**src/shared/load_exec_pkg.sv**
```systemverilog
// Constants and types shared by the byte/halfword load execution block
// Overview of operation
// RULE1: Opcodes 34, 35 are byte displacement loads
// RULE2: Opcodes 42, 43 are halfword displacement loads
// RULE3: Under 31, 119 and 87 index byte
// RULE4: Under 31, 375 and 343 index halfword
// RULE5: Displacement sign-extended to 32, added to base
// RULE6: Non-update forms use zero when base field zero
// RULE7: Update forms always read base register
// RULE8: Indexed forms add index register to base
// RULE9: Byte load zero-fills upper 24 bits
// RULE10: Halfword load sign-extends to 32 bits
// RULE11: Update forms write address into base register
// RULE12: Update with base zero or target: bounded
// RULE13: Nonzero reserved bits in indexed: bounded result
// RULE14: User relocated no-access zone raises storage exception
// RULE15: Relocated access without translation raises TLB miss
// RULE16: Exception suppresses target and base writes
package load_exec_pkg;
  localparam int unsigned DATA_W       = 32;  // Register width
  localparam int unsigned REG_IDX_W    = 5;   // Register index width
  localparam logic [5:0]  OP_BYTE_D    = 6'h22; // Primary 34
  localparam logic [5:0]  OP_BYTE_DU   = 6'h23; // Primary 35
  localparam logic [5:0]  OP_HALF_D    = 6'h2a; // Primary 42
  localparam logic [5:0]  OP_HALF_DU   = 6'h2b; // Primary 43
  localparam logic [5:0]  OP_EXT       = 6'h1f; // Primary 31
  localparam logic [9:0]  XO_BYTE_XU   = 10'h077; // Extended 119
  localparam logic [9:0]  XO_BYTE_X    = 10'h057; // Extended 87
  localparam logic [9:0]  XO_HALF_XU   = 10'h177; // Extended 375
  localparam logic [9:0]  XO_HALF_X    = 10'h157; // Extended 343
  localparam logic [4:0]  REG_ZERO     = 5'h00;   // Base field meaning literal zero
  localparam logic [31:0] WORD_RESET   = 32'h0000_0000; // Data outputs after reset
  // Execution sequence states
  typedef enum logic [1:0] {ST_IDLE, ST_READ, ST_WRITE} exec_state_e;
endpackage : load_exec_pkg

```
**src/hw/load_ext_unit.sv**
```systemverilog
// Extension unit: registers the fetched data formatted as byte or halfword
`timescale 1ns/1ps
`default_nettype none
module load_ext_unit
  import load_exec_pkg::*;
(
  // Clock and reset
  input  wire logic              clk_i,
  input  wire logic              rst_i,
  // Capture request
  input  wire logic              cap_i,
  input  wire logic              half_i,
  input  wire logic [15:0]       raw_i,
  // Formatted result
  output logic [DATA_W-1:0]      ext_o
);
  // Byte takes zero fill, halfword takes its sign
  wire logic [DATA_W-1:0] byte_fmt = {24'h00_0000, raw_i[7:0]};          // [RULE9]
  wire logic [DATA_W-1:0] half_fmt = {{16{raw_i[15]}}, raw_i};           // [RULE10]
  wire logic [DATA_W-1:0] fmt      = half_i ? half_fmt : byte_fmt;

  // Result register, held until the next capture
  always_ff @(posedge clk_i or posedge rst_i) begin
    if (rst_i) ext_o <= WORD_RESET;
    else if (cap_i) ext_o <= fmt;
  end
endmodule : load_ext_unit
`default_nettype wire

```
**src/hw/byte_half_load_exec.sv**
```systemverilog
// Decode and execute for byte zero-extending and halfword sign-extending loads
`timescale 1ns/1ps
`default_nettype none
module byte_half_load_exec
  import load_exec_pkg::*;
(
  // Clock and reset
  input  wire logic                          clk_i,
  input  wire logic                          rst_i,
  // Instruction issue
  input  wire logic                          issue_i,
  input  wire logic [31:0]                   instr_i,
  output logic                               busy_o,
  output logic                               illegal_o,
  // Register file read ports (same clock, data valid combinationally)
  output logic [load_exec_pkg::REG_IDX_W-1:0] base_idx_o,
  output logic [load_exec_pkg::REG_IDX_W-1:0] index_idx_o,
  input  wire logic [load_exec_pkg::DATA_W-1:0] base_data_i,
  input  wire logic [load_exec_pkg::DATA_W-1:0] index_data_i,
  // Data access unit
  output logic                               mem_req_o,
  output logic                               mem_half_o,
  output logic [load_exec_pkg::DATA_W-1:0]   effective_addr_o,
  input  wire logic                          mem_ack_i,
  input  wire logic [15:0]                   mem_data_i,
  // Translation and protection status
  input  wire logic                          user_mode_i,
  input  wire logic                          data_reloc_i,
  input  wire logic                          zone_no_access_i,
  input  wire logic                          tlb_hit_i,
  // Register file write ports
  output logic                               target_we_o,
  output logic [load_exec_pkg::REG_IDX_W-1:0] target_idx_o,
  output logic [load_exec_pkg::DATA_W-1:0]   target_data_o,
  output logic                               base_we_o,
  output logic [load_exec_pkg::REG_IDX_W-1:0] base_wr_idx_o,
  output logic [load_exec_pkg::DATA_W-1:0]   base_wr_data_o,
  // Exceptions
  output logic                               dsi_exc_o,
  output logic                               dtlb_miss_o
);
  import load_exec_pkg::*;

  // Load sequence seen from the ports:
  //   edge c0     word taken, address and operands captured
  //   after c0    busy and request rise, or one fault pulse and no request
  //   edge cN     acknowledge sampled, returned data formatted and registered
  //   after cN    write pulses for target and, on update forms, base
  //   after cN+1  busy falls and the next word may be taken
  // Register reads are combinational at issue, so the register file must
  // present contents for the live fields in the same cycle.

  // Instruction field split, big-endian bit 0 is the msb
  // Target and base fields sit in place for every form; only the low half
  // means either a displacement or an index field plus extended opcode
  wire logic [5:0]  prim_op    = instr_i[31:26];
  wire logic [4:0]  target_fld = instr_i[25:21];
  wire logic [4:0]  base_reg_field  = instr_i[20:16];
  wire logic [4:0]  index_reg_field = instr_i[15:11];
  wire logic [9:0]  ext_op     = instr_i[10:1];
  wire logic [15:0] offset_imm = instr_i[15:0];

  // Opcode recognition
  // Displacement forms decode on the primary opcode alone; indexed forms need
  // the extended opcode as well, and the low bit of the word is ignored
  wire logic dec_byte_d  = (prim_op == OP_BYTE_D);                           // [RULE1]
  wire logic dec_byte_du = (prim_op == OP_BYTE_DU);                          // [RULE1]
  wire logic dec_half_d  = (prim_op == OP_HALF_D);                           // [RULE2]
  wire logic dec_half_du = (prim_op == OP_HALF_DU);                          // [RULE2]
  wire logic is_ext      = (prim_op == OP_EXT);
  wire logic dec_byte_xu = is_ext && (ext_op == XO_BYTE_XU);                 // [RULE3]
  wire logic dec_byte_x  = is_ext && (ext_op == XO_BYTE_X);                  // [RULE3]
  wire logic dec_half_xu = is_ext && (ext_op == XO_HALF_XU);                 // [RULE4]
  wire logic dec_half_x  = is_ext && (ext_op == XO_HALF_X);                  // [RULE4]

  // Class of the decoded load
  // Update and index flags steer base selection, addend and writeback
  wire logic dec_valid  = dec_byte_d | dec_byte_du | dec_half_d | dec_half_du
                        | dec_byte_xu | dec_byte_x | dec_half_xu | dec_half_x;
  wire logic dec_half   = dec_half_d | dec_half_du | dec_half_xu | dec_half_x;
  wire logic dec_update = dec_byte_du | dec_half_du | dec_byte_xu | dec_half_xu;
  wire logic dec_index  = dec_byte_xu | dec_byte_x | dec_half_xu | dec_half_x;
  // Reserved bit 31 and base/target overlaps are not checked: result bounded
  // but undefined, no program exception, matching the cheaper decoder [RULE12] [RULE13]

  // Base selection: literal zero only for non-update forms with field zero
  // Update forms read the named register even for field zero, so the address
  // written back is always the one used for the access
  wire logic zero_base = !dec_update && (base_reg_field == REG_ZERO);       // [RULE6] [RULE7]
  wire logic [DATA_W-1:0] base_val = zero_base ? WORD_RESET : base_data_i;
  // Addend is index register or sign-extended displacement
  wire logic [DATA_W-1:0] disp_ext = {{16{offset_imm[15]}}, offset_imm};   // [RULE5]
  wire logic [DATA_W-1:0] addend   = dec_index ? index_data_i : disp_ext;  // [RULE8]
  wire logic [DATA_W-1:0] addr_calc = base_val + addend;                    // [RULE5] [RULE8]

  // Access checks evaluated at issue
  // Both use the status inputs as they stand at the issue edge, so the
  // translation side must present them for the offered word in that cycle.
  // Protection means nothing without a valid translation, so the storage
  // fault is masked by the miss
  wire logic chk_tlb_miss = data_reloc_i && !tlb_hit_i;                     // [RULE15]
  wire logic chk_dsi = user_mode_i && data_reloc_i && tlb_hit_i && zone_no_access_i; // [RULE14]
  wire logic take    = issue_i && !busy_o && dec_valid;

  // Sequence state and held operands
  exec_state_e state_reg, state_next;
  logic        upd_reg;                 // Update form in flight
  logic        half_reg;                // Halfword in flight
  logic [4:0]  tgt_reg;                 // Target index
  logic [4:0]  base_fld_reg;            // Base index for update write
  logic        ext_cap;                 // Capture strobe to extension unit
  logic [DATA_W-1:0] ext_data;          // Formatted load data

  // Next state: a fault ends the load at once, the read waits for ack
  always_comb begin
    state_next = state_reg;
    case (state_reg)
      // Wait for a load word that passes both access checks
      ST_IDLE:  if (take && !chk_tlb_miss && !chk_dsi) state_next = ST_READ;
      // Request stands until the data unit answers
      ST_READ:  if (mem_ack_i) state_next = ST_WRITE;
      // One cycle for the write pulses, then free again
      ST_WRITE: state_next = ST_IDLE;
      default:  state_next = ST_IDLE;
    endcase
  end
  // Data stands on the bus only in the acknowledge cycle
  assign ext_cap = (state_reg == ST_READ) && mem_ack_i;

  // State register
  // A reset in mid-load drops the access; no write pulse follows
  always_ff @(posedge clk_i or posedge rst_i) begin
    if (rst_i) state_reg <= ST_IDLE;
    else       state_reg <= state_next;
  end

  // Operand capture on acceptance
  // Faulting loads capture too, which leaves the failing address visible
  // to whoever handles the exception
  always_ff @(posedge clk_i or posedge rst_i) begin
    if (rst_i) begin
      upd_reg          <= 1'b0;
      half_reg         <= 1'b0;
      tgt_reg          <= REG_ZERO;
      base_fld_reg     <= REG_ZERO;
      effective_addr_o <= WORD_RESET;
    end else if (take) begin
      upd_reg          <= dec_update;
      half_reg         <= dec_half;
      tgt_reg          <= target_fld;
      base_fld_reg     <= base_reg_field;
      effective_addr_o <= addr_calc;
    end
  end

  // Read port indices follow the live instruction
  // Informational only; the reads themselves use the live fields
  always_ff @(posedge clk_i or posedge rst_i) begin
    if (rst_i) begin
      base_idx_o  <= REG_ZERO;
      index_idx_o <= REG_ZERO;
    end else begin
      base_idx_o  <= base_reg_field;
      index_idx_o <= index_reg_field;
    end
  end

  // Status and request outputs, all registered
  always_ff @(posedge clk_i or posedge rst_i) begin
    if (rst_i) begin
      busy_o      <= 1'b0;
      illegal_o   <= 1'b0;
      mem_req_o   <= 1'b0;
      mem_half_o  <= 1'b0;
      dsi_exc_o   <= 1'b0;
      dtlb_miss_o <= 1'b0;
    end else begin
      busy_o      <= (state_next != ST_IDLE);
      // Non-load words are flagged only when the block could have taken them
      illegal_o   <= issue_i && !busy_o && !dec_valid;
      mem_req_o   <= (state_next == ST_READ);
      // Width held for the whole access
      mem_half_o  <= take ? dec_half : mem_half_o;
      // Miss takes priority: no translation means no protection to check
      dtlb_miss_o <= take && chk_tlb_miss;                                   // [RULE15]
      dsi_exc_o   <= take && chk_dsi;                                         // [RULE14]
    end
  end

  // Writeback only after a clean read; faulted loads never get here
  // Indices and data follow every cycle; only the enables qualify them
  always_ff @(posedge clk_i or posedge rst_i) begin
    if (rst_i) begin
      target_we_o    <= 1'b0;
      target_idx_o   <= REG_ZERO;
      base_we_o      <= 1'b0;
      base_wr_idx_o  <= REG_ZERO;
      base_wr_data_o <= WORD_RESET;
    end else begin
      target_we_o    <= ext_cap;                                              // [RULE16]
      target_idx_o   <= tgt_reg;
      base_we_o      <= ext_cap && upd_reg;                                   // [RULE11] [RULE16]
      base_wr_idx_o  <= base_fld_reg;
      base_wr_data_o <= effective_addr_o;                                     // [RULE11]
    end
  end
  // Load data comes straight from the extension unit's register, so the
  // write pulse and the data appear on the same edge
  assign target_data_o = ext_data;

  // Byte or halfword formatting of the returned data
  // The unit sees the raw bus every cycle but loads it only on the strobe
  load_ext_unit u_ext (
    .clk_i  (clk_i),
    .rst_i  (rst_i),
    .cap_i  (ext_cap),
    .half_i (half_reg),
    .raw_i  (mem_data_i),
    .ext_o  (ext_data)
  );
endmodule : byte_half_load_exec
`default_nettype wire

```
**config.mk**
```make
export PLATFORM = sky130hd
export DESIGN_NAME = byte_half_load_exec
export DESIGN_NICKNAME = d
export VERILOG_FILES = /design/src/shared/load_exec_pkg.sv /design/src/hw/load_ext_unit.sv /design/src/hw/byte_half_load_exec.sv
export SDC_FILE = /design/constraint.sdc
export NUM_CORES = 1
export LEC_CHECK = 0
export ABC_AREA = 1
export BUFFER_PORTS_ARGS = -buffer_cell sky130_fd_sc_hd__buf_2
export CAP_MARGIN = 10
export CORE_AREA = 2 2 127 129
export CTS_CLUSTER_SIZE = 8
export DETAILED_ROUTE_END_ITERATION = 10
export DIE_AREA = 0 0 129 131
export GPL_ROUTABILITY_DRIVEN = 0
export PLACE_DENSITY = 0.72
export SYNTH_ARGS = -nofsm -noshare
export SYNTH_HDL_FRONTEND = slang
export SYNTH_SLANG_ARGS = --single-unit
export TNS_END_PERCENT = 1
```
**constraint.sdc**
```tcl
create_clock -name clk_i -period 7.8 [get_ports clk_i]
set_clock_uncertainty 0.15 [all_clocks]
set_input_delay 0 -clock clk_i [delete_from_list [all_inputs] [get_ports clk_i]]
set_output_delay 0 -clock clk_i [all_outputs]
set_load 0.02 [all_outputs]
```
== Word level (Yosys, flattened, before mapping) ==
Cells that the tools add are included.
Operators by class
  eq/ne operators: 11
  reduce and logical (&&, ||, !) cells: 27
  bitwise logic cells: 16
  $add $sub $neg: 1
  mux-type cells: 6
Operators by type and width (number)
  two-way mux 32 bit: 3
  adder 32 bit: 1
  == test 6 bit, second input constant: 4
  == test 10 x 7 -> 1 bit, second input constant: 2
  == test 10 x 9 -> 1 bit, second input constant: 2
  logical AND 1 bit: 18
  bitwise OR 1 bit: 16
  == test 6 x 5 -> 1 bit, second input constant: 1
  zero test 1 bit: 6
  zero test 5 bit: 1
  == test 2 x 1 -> 1 bit, second input constant: 2
  two-way mux 2 bit: 2
  case mux 2 bit (2 select lines): 1
  zero test 2 bit: 1
  nonzero test 2 bit: 1
Storage, ports and cells
  register bits after elaboration: 137
  word-level logic and storage cells: 80
  output and inout port bits: 124

== Longest topological paths before layout ==
Gate-level depths: netlist (run 1).
  depth in word-level cells: 14
  depth in mapped cells: 22

== By module ==
A second synthesis (run 1) with hierarchy kept.
Second synthesis, totals
  cell total of the unflattened synthesis: 886
  area total of the unflattened synthesis: 6749.0 sq um
Modules (own cells, without submodules)
  byte_half_load_exec: cells an instance 800, area each 5973.2 sq um, instances 1
  load_ext_unit: cells an instance 86, area each 775.7 sq um, instances 1

== Worst setup path after synthesis (run 1) ==
Ideal clock, no wire load.
  path type: input-to-reg
  start: input instr_i[7]
  end: register effective_addr_o[30] (netlist name)
  path slack: 5.385 ns
  buffers on the path: 1
  cell stages on the path: 20
  data arrival time: 2.147 ns
  library setup time: 0.117 ns
  data required time: 7.533 ns
  cell sequence: inv_1 > nor2_1 > nand2_1 > nor2_4 > nand2_2 > buf_2 > mux2i_1 > inv_1 > ha_1 > fa_1 > nand3_1 > nand2_1 > nand2_1 > nand2_1 > nand3_1 > nand2_1 > nand2_1 > nand3b_1 > nand3_1 > nand2_1
On the way
  word-level cells in the longest chain between the ends: 8
  elaborated cells between the ends (all ways): 23
  classes of those cells: 1 x add/sub; 4 x eq/ne; 2 x mux; 9 x bitwise; 7 x reduce/logical
RTL lines
  start, declared: line byte_half_load_exec.sv:12  | input wire logic [31:0] instr_i,
  == test 10 x 7 -> 1 bit: line byte_half_load_exec.sv:71  | wire logic dec_byte_xu = is_ext && (ext_op == XO_BYTE_XU);
  logical AND 1 bit: line byte_half_load_exec.sv:71
  bitwise OR 1 bit (2 in series): line byte_half_load_exec.sv:81  | wire logic dec_update = dec_byte_du | dec_half_du | dec_byte_xu | dec_half_xu;
  zero test 1 bit: line byte_half_load_exec.sv:89  | wire logic zero_base = !dec_update && (base_reg_field == REG_ZERO);
  logical AND 1 bit: line byte_half_load_exec.sv:89
  two-way mux 32 bit: line byte_half_load_exec.sv:90  | wire logic [DATA_W-1:0] base_val = zero_base ? WORD_RESET : base_data_i;
  adder 32 bit: line byte_half_load_exec.sv:94  | wire logic [DATA_W-1:0] addr_calc = base_val + addend;
  end signal, assigned: line byte_half_load_exec.sv:152  | effective_addr_o <= addr_calc;
  end, declared: line byte_half_load_exec.sv:23  | output logic [load_exec_pkg::DATA_W-1:0] effective_addr_o,
Several ways; a longest one is shown, not always the timed one.
A chain may end at the register's enable or synchronous reset.

== Worst setup path in the final report (run 1) ==
  start: input instr_i[26]
  end: register effective_addr_o[28] (netlist name)
On the way
  word-level cells in the longest chain between the ends: 9
  elaborated cells between the ends (all ways): 28
  classes of those cells: 1 x add/sub; 5 x eq/ne; 2 x mux; 13 x bitwise; 7 x reduce/logical
RTL lines
  branches (longest 9 deep; another with adder 32 bit)
Parallel ways; which one is timed is not known.

==> summary.md, run 1 <==
| Metric | Value |
|---|---|
| Initial core utilization | 43.18% |
| Initial antenna violation count | 0 |
| Regs by FF count | base_wr_data_o (32), effective_addr_o (32), u_ext.ext_o (16) |
| Final period util | ~47% |
| Syn. warnings | 0 |
| Top Ports | roughly 240 |
| Fin. max-slew vios | 0 |
| Nets | 1342 |
| Reg power frac | 36.4% |
| RSZ-0062 raised after global routing | no |
| Synth Area per Inst | 7.525 um2 |
| Cell mode on critical path | nand2_1 |
| Worst Max-Slew Pin Slew | about 800 ps |
| Switching fraction of total power | 39.14% |
| Sink Count | between 100 and 150 |
| Core Region | 15600 um2 |
| Max Fanout on Critical Path | 31 |
| Syn_nets | 1047 |
| CTS buffer count | 17 |
| Chip height | 131 um |
| Final WL | 20.60 mm |
| CTS tree | yes |
| Final setup fails | 0 |
| # DRC | 0 |
| Seq/Total Area, Yosys | 44.96% |
| Worst setup margin | 4119 ps |
| Reg2Reg Depth | 7 |
| Drt wl/cell | 14.52 um |
| Crit path from | instr_i[26] |
| Routed Antenna Nets | 0 |
| Pin count of the biggest net entering global routing | between 60 and 70 |
| VDD IR max | 0.1507 mV |
| Routed vias | 6736 |
| CP cell instances | dlygate4sd3_1 -> buf_2 -> nand2_1 -> inv_1 -> nand2_1 -> nor2_4 -> nand2_2 -> nand2_1 -> o21ai_0 -> inv_1 -> ha_1 -> a21oi_1 -> o21ai_0 -> nand2_1 -> nand2_1 -> a21oi_1 -> nand3b_1 -> nand3_1 -> nand2_1 |
| Pre-CTS WS | 4293 ps |
| Vias per cell | 4.747 |
| Final Hold Vio Count | 0 |
| Setup TNS | 0 ps |
| DP HPWL | about 14 mm |
| P per Cell Area | 282.2 nW/um2 |
| Arrival time worst endpoint | 3840 ps |
| Largest family of logic cells by synthesized area | simple AND/OR/NAND/NOR gates |
| # port buffers | around 240 |
| Mapped cell area | ~6700 um2 |
| Crit path kind | input pin to register |
| Die width | approximately 130 um |
| CP required | between 7000 and 8000 ps |
| Hold_sp | base_data_i[30] |
| Synth unique cells | 34 |
| Core Rows | 46 |
| Total track usage | 24.38% |
| Clock network power share | 29.1% |
| Simple-Gate Fraction of Synth Area | 26.97% |
| Worst r2r src | busy_o |
| CP Launch Type | input pin |
| NetSw | roughly 0.0010 W |
| Number of synthesized register bits | 121 |
| Hold path depth | 7 |
| Crit. End Element | register |
| Cell internal pwr | roughly 0.0016 W |
| Combinational cell fraction of total power | 34.5% |
| Lkg Pwr | 5.473 nW |
| Congestion Overflow GR | 0 |
| Vias in the first global route | roughly 6.4k |
| Clk_lat worst skew | 420 ps |
| First-pass GRT wire length | around 32 mm |
| P&R area growth vs syn | 37.43% |
| Synth Area in Compound Gates | 7.839% |
| Post-route core utilization | 59.35% |
| Post-CTS sizing | 0 |
| Longest Clk Path Bufs | 2 |
| Post-synthesis cell count | slightly below 900 |
| N_diodes | 0 |
| Max stage delay cell, worst path | nand2_1 |
| CTS Root Cell | clkbuf_16 |
| Maxcap violations | 0 |
| Highest clock rate | 271.7 MHz |
| Die area | 16900 um2 |
| H-tree depth | 4 |
| Mux cell area share after synthesis | roughly 1.2% |
| Post-Synth Adder-Cell Area | 6.056% |
| Clk slew on worst S/H paths | 60 ps |
| Xor-xnor portion of the synthesized cell area | under 10% |
| Min cycle time layout | between 3000 and 4000 ps |
| Slew HR | 45.80% |
| DR pass1 iterations | 5 |
| FILL cells | between 1k and 1.5k |
| HP Class | input pin to register |
| Status | completed |
| Max incr delay on CP | between 500 and 600 ps |
| Initial drt markers | 412 |
| Share of cells above drive strength 1 | roughly a quarter |
metal layers:
layer	GRT usage, %	wire length (um)	up-vias
met3	4.682	1209	36
met4	10.04	469	0
li1	-	-	3354
met5	0	0	-
met1	29.90	8723	3066
met2	42.42	10200	280
worst paths after layout:
kind | end | slack, ps
hold / removal | effective_addr_o[30] | 6
hold reg to reg | base_wr_idx_o[1] | 220
min in group asynchronous | base_wr_data_o[22] | 150
max in group asynchronous | base_fld_reg[0] | 6130
setup / recovery | effective_addr_o[28] | 4120
setup reg to reg | upd_reg | 5150
logic make-up (layout without fill, tap and decap cells):
logic type,after synthesis,in the layout
AND/OR/NAND/NOR,444,444
XOR/XNOR,14,14
buffers and inverters,179,487
flip-flops,121,121
adder cells (fa/ha/maj),32,32
multiplexers,8,8
AO/OA/AOI/OAI,97,97
cell usage in the layout, fill, tap and decap left out, types with 3 or more instances in the layout:
cell,instances
nor3_1,8
buf_2,243
a21oi_1,29
o21bai_1,7
o21ai_0,38
clkbuf_16,17
dlygate4sd3_1,65
dfrtp_1,121
nor2_1,57
nand3_1,45
inv_6,4
a31oi_1,3
buf_4,3
o21ai_1,13
nand3b_1,8
nand4_1,4
ha_1,31
mux2i_1,8
clkinv_4,6
xnor2_1,12
inv_1,141
nand2_1,314
critical path, delay by kind of cell:
kind | cells | cell delay [ps]
AND/OR/NAND/NOR | 10 | 1750
AO/OA/AOI/OAI | 4 | 890
buffers and inverters | 4 | 790
adder cells (fa/ha/maj) | 1 | 380
power groups by stage:
stage                     combinational, W  sequential (W)  clock, W
after floorplan                   0.000343         0.00117         0
after global placement            0.000851        0.000955         0
after detailed placement          0.000860        0.000960         0
after CTS                         0.000896        0.000950  0.000773
after global routing              0.000986        0.000976  0.000801
final                             0.000901        0.000951  0.000760
metrics by stage:
step / total power [W] / instances / hold slack [ps] / area, um2
4_1_cts: 0.002619 / 1419 / 0.04469 / 9256
3_5_place_dp: 0.001820 / 1322 / -26.41 / 8035
3_3_place_gp: 0.001806 / 1322 / -27.73 / 8035
6_report: 0.002612 / 1419 / 6.038 / 9256
5_1_grt: 0.002763 / 1419 / 45.10 / 9256
2_1_floorplan: 0.001514 / 895 / -118.6 / 6735
synthesized netlist by cell type, drive strengths merged:
library cell,count,area [um2]
nand2,315,1185
inv,143,536.8
dfrtp,121,3028
nor2,60,242.7
o21ai,52,264.0
nand3,46,242.7
ha,31,387.9
a21oi,29,145.1
buf,25,173.9
xnor2,12,105.1
clkbuf,10,37.54
mux2i,8,80.08
nand3b,8,60.06
nor3,8,40.04
o21bai,7,52.55
nand4,4,25.02
a31oi,3,18.77
a21o,2,15.01
a31o,2,17.52
nor3b,2,15.01
o21a,2,15.01
xor2,2,17.52
and2,1,6.260
clkinv,1,3.750
fa,1,20.02
final cells by class:
type / count / area (um2) / area share (%)
clock buffers: 18 / 429.2 / 4.636
clock inverters: 14 / 141.4 / 1.527
inverters: 144 / 543.0 / 5.866
multi-input cells: 595 / 2955 / 31.93
flip-flops and latches: 121 / 3028 / 32.71
well taps: 216 / 270.3 / 2.920
repair buffers: 311 / 1889 / 20.41
what timing repair did:
item	in CTS	in global routing
buffers inserted	0	0
hold buffers	65	0
endpoints found under the hold margin	111	0
(Power assumes the default switching activity.)
==> inputs of run 2 (changes only) <==
==> constraint.sdc (replaced) <==
create_clock -name clk_i -period 3.6 [get_ports clk_i]
set_clock_uncertainty 0.15 [all_clocks]
set_input_delay 0 -clock clk_i [delete_from_list [all_inputs] [get_ports clk_i]]
set_output_delay 0 -clock clk_i [all_outputs]
set_load 0.02 [all_outputs]
==> run 2 against run 1 <==
  * Sequential cell count did not move
  * Worst setup slack got worse by 3800 ps
  * Combinational power rose by 120%
  * Largest cell class unchanged
  * Largest power group unchanged
  * Highest routed layer unchanged
==> summary.md, run 2 (synthesis results as in run 1) <==
| Metric | Value |
|---|---|
| Core Rows | 46 |
| Crit path kind | input pin to register |
| Fin. max-slew vios | 0 |
| CTS Root Cell | clkbuf_16 |
| FILL cells | between 1k and 1.5k |
| Leading cell type in the layout, fill and taps excluded | nand2_1 |
| Vias in the first global route | 6641 |
| Final period util | between 90 and 100% |
| Congestion Overflow GR | 0 |
| P per Cell Area | around 620 nW/um2 |
| Max Fanout on Critical Path | 25 |
| Sink Count | 121 |
| Routed vias | 6789 |
| Core Region | 15600 um2 |
| # DRC | 0 |
| CTS tree | yes |
| Regs by FF count | base_wr_data_o (32), effective_addr_o (32), u_ext.ext_o (16) |
| Vias per cell | 4.771 |
| Crit. End Element | register |
| Initial core utilization | between 40% and 50% |
| Total track usage | 24.46% |
| Status | completed |
| DP HPWL | roughly 15 mm |
| Maxcap violations | 0 |
| Share of cells above drive strength 1 | 23.86% |
| VDD IR max | approximately 0.34 mV |
| DR pass1 iterations | 5 |
| N_diodes | 0 |
| Die width | approximately 130 um |
| P&R area growth vs syn | 39.05% |
| Clk_lat worst skew | 410 ps |
| Final setup fails | 0 |
| Slew HR | 52.68% |
| Hold slack | 14.72 ps |
| Register area | 3028 um2 |
| Area occupied by multi-input gates | 2955 um2 |
| Finished Layout Cells | 1423 |
| RSZ-0062 raised after global routing | no |
| Initial drt markers | 338 |
| Min cycle time layout | ~3200 ps |
| CP Launch Type | input pin |
| Most frequent cells in the layout | nand2_1 (314), buf_2 (243), inv_1 (141) |
| Nets | 1346 |
| HP Class | input pin to register |
| Arrival time worst endpoint | 3400 ps |
| Longest Clk Path Bufs | 2 |
| Initial antenna violation count | 0 |
| CTS buffer count | 17 |
| Final Hold Vio Count | 0 |
| Placed cell count | 1323 |
| Highest clock rate | 308.1 MHz |
| Tot Pwr | 0.005796 W |
| Pre-CTS WS | 567.3 ps |
| Top Ports | 244 |
| Pin count of the biggest net entering global routing | 67 |
| CP required | 3760 ps |
| Final WL | 20.57 mm |
| First-pass GRT wire length | 31.95 mm |
| Lkg Pwr | 5.512 nW |
| Setup TNS | 0 ps |
| # port buffers | 243 |
| Routed Antenna Nets | 0 |
| H-tree depth | 4 |
| Setup bufs post-CTS | 0 |
| Die area | 16900 um2 |
| Worst Max-Slew Pin Slew | 709.0 ps |
| Drt wl/cell | 14.46 um |
| Clk slew on worst S/H paths | 60 ps |
| Worst setup margin | ~350 ps |
| Chip height | 131 um |
==> run 2: cell types whose count changed in the layout (fill, tap and decap cells not counted), sizes merged <==
cell / before / now
clkinvlp: 1 / 3
inv: 148 / 149
bufinv: 1 / 3
buf: 246 / 247
clkinv: 8 / 3
dlygate4sd3: 65 / 68
==> run 2: layout make-up <==
class	count	area share, %
multi-input cells	595	31.56
flip-flops and latches	121	32.33
clock buffers	18	4.583
clock inverters	14	2.004
inverters	144	5.798
well taps	216	2.886
repair buffers	315	20.84
==> run 2: power breakdown <==
| part | switching, W | total (W) | internal, W |
|---|---|---|---|
| clock | 0.000668 | 0.00178 | 0.00111 |
| sequential | 0.000259 | 0.00206 | 0.00180 |
| combinational | 0.00128 | 0.00196 | 0.000684 |
| total | 0.00220 | 0.00580 | 0.00359 |
==> run 2: final timing paths <==
path | from | endpoint | slack [ps] | cells past startpoint
min in group asynchronous | rst_i | base_wr_data_o[29] | 100 | 3
hold / removal | base_data_i[30] | effective_addr_o[30] | 10 | 7
hold reg to reg | base_fld_reg[3] | base_wr_idx_o[3] | 220 | 0
max in group asynchronous | rst_i | effective_addr_o[14] | 2350 | 4
setup reg to reg | state_reg[1] | u_ext.ext_o[13] | 1330 | 4
setup / recovery | instr_i[26] | effective_addr_o[26] | 350 | 22
==> run 2: worst max-delay path, stage by stage <==
cell and delay (ps):
dlygate4sd3_1 520, buf_2 130, nand2_1 80, inv_1 60, nand2_1 80, nor2_4 190, nand2_2 180, buf_4 290
o21ai_0 330, inv_1 90, ha_1 360, nand3_1 90, nand2_1 160, nand2_1 70, nand2_1 120, nand2_1 60
nand2_1 130, nand3_1 150, nand2_1 100, nand2_1 50, nand3_1 80, nand2_1 70
==> run 2: repair_timing <==
action,4_1_cts,5_1_grt
hold buffers,68,0
resized for setup,0,0
endpoints found under the hold margin,105,0
==> run 2: stage by stage <==
stage	util (%)	cell area, um2
final	60.04	9365
after global routing	60.04	9365
after CTS	60.04	9365
after detailed placement	51.72	8068
after global placement	51.72	8068
after floorplan	-	6735
==> run 2: routing by layer <==
| layer | wire, um | global-route usage [%] |
|---|---|---|
| met5 | 0 | 0 |
| met4 | 412 | 8.376 |
| met3 | 1266 | 5.252 |
| met2 | 10310 | 44.01 |
| met1 | 8584 | 29.08 |
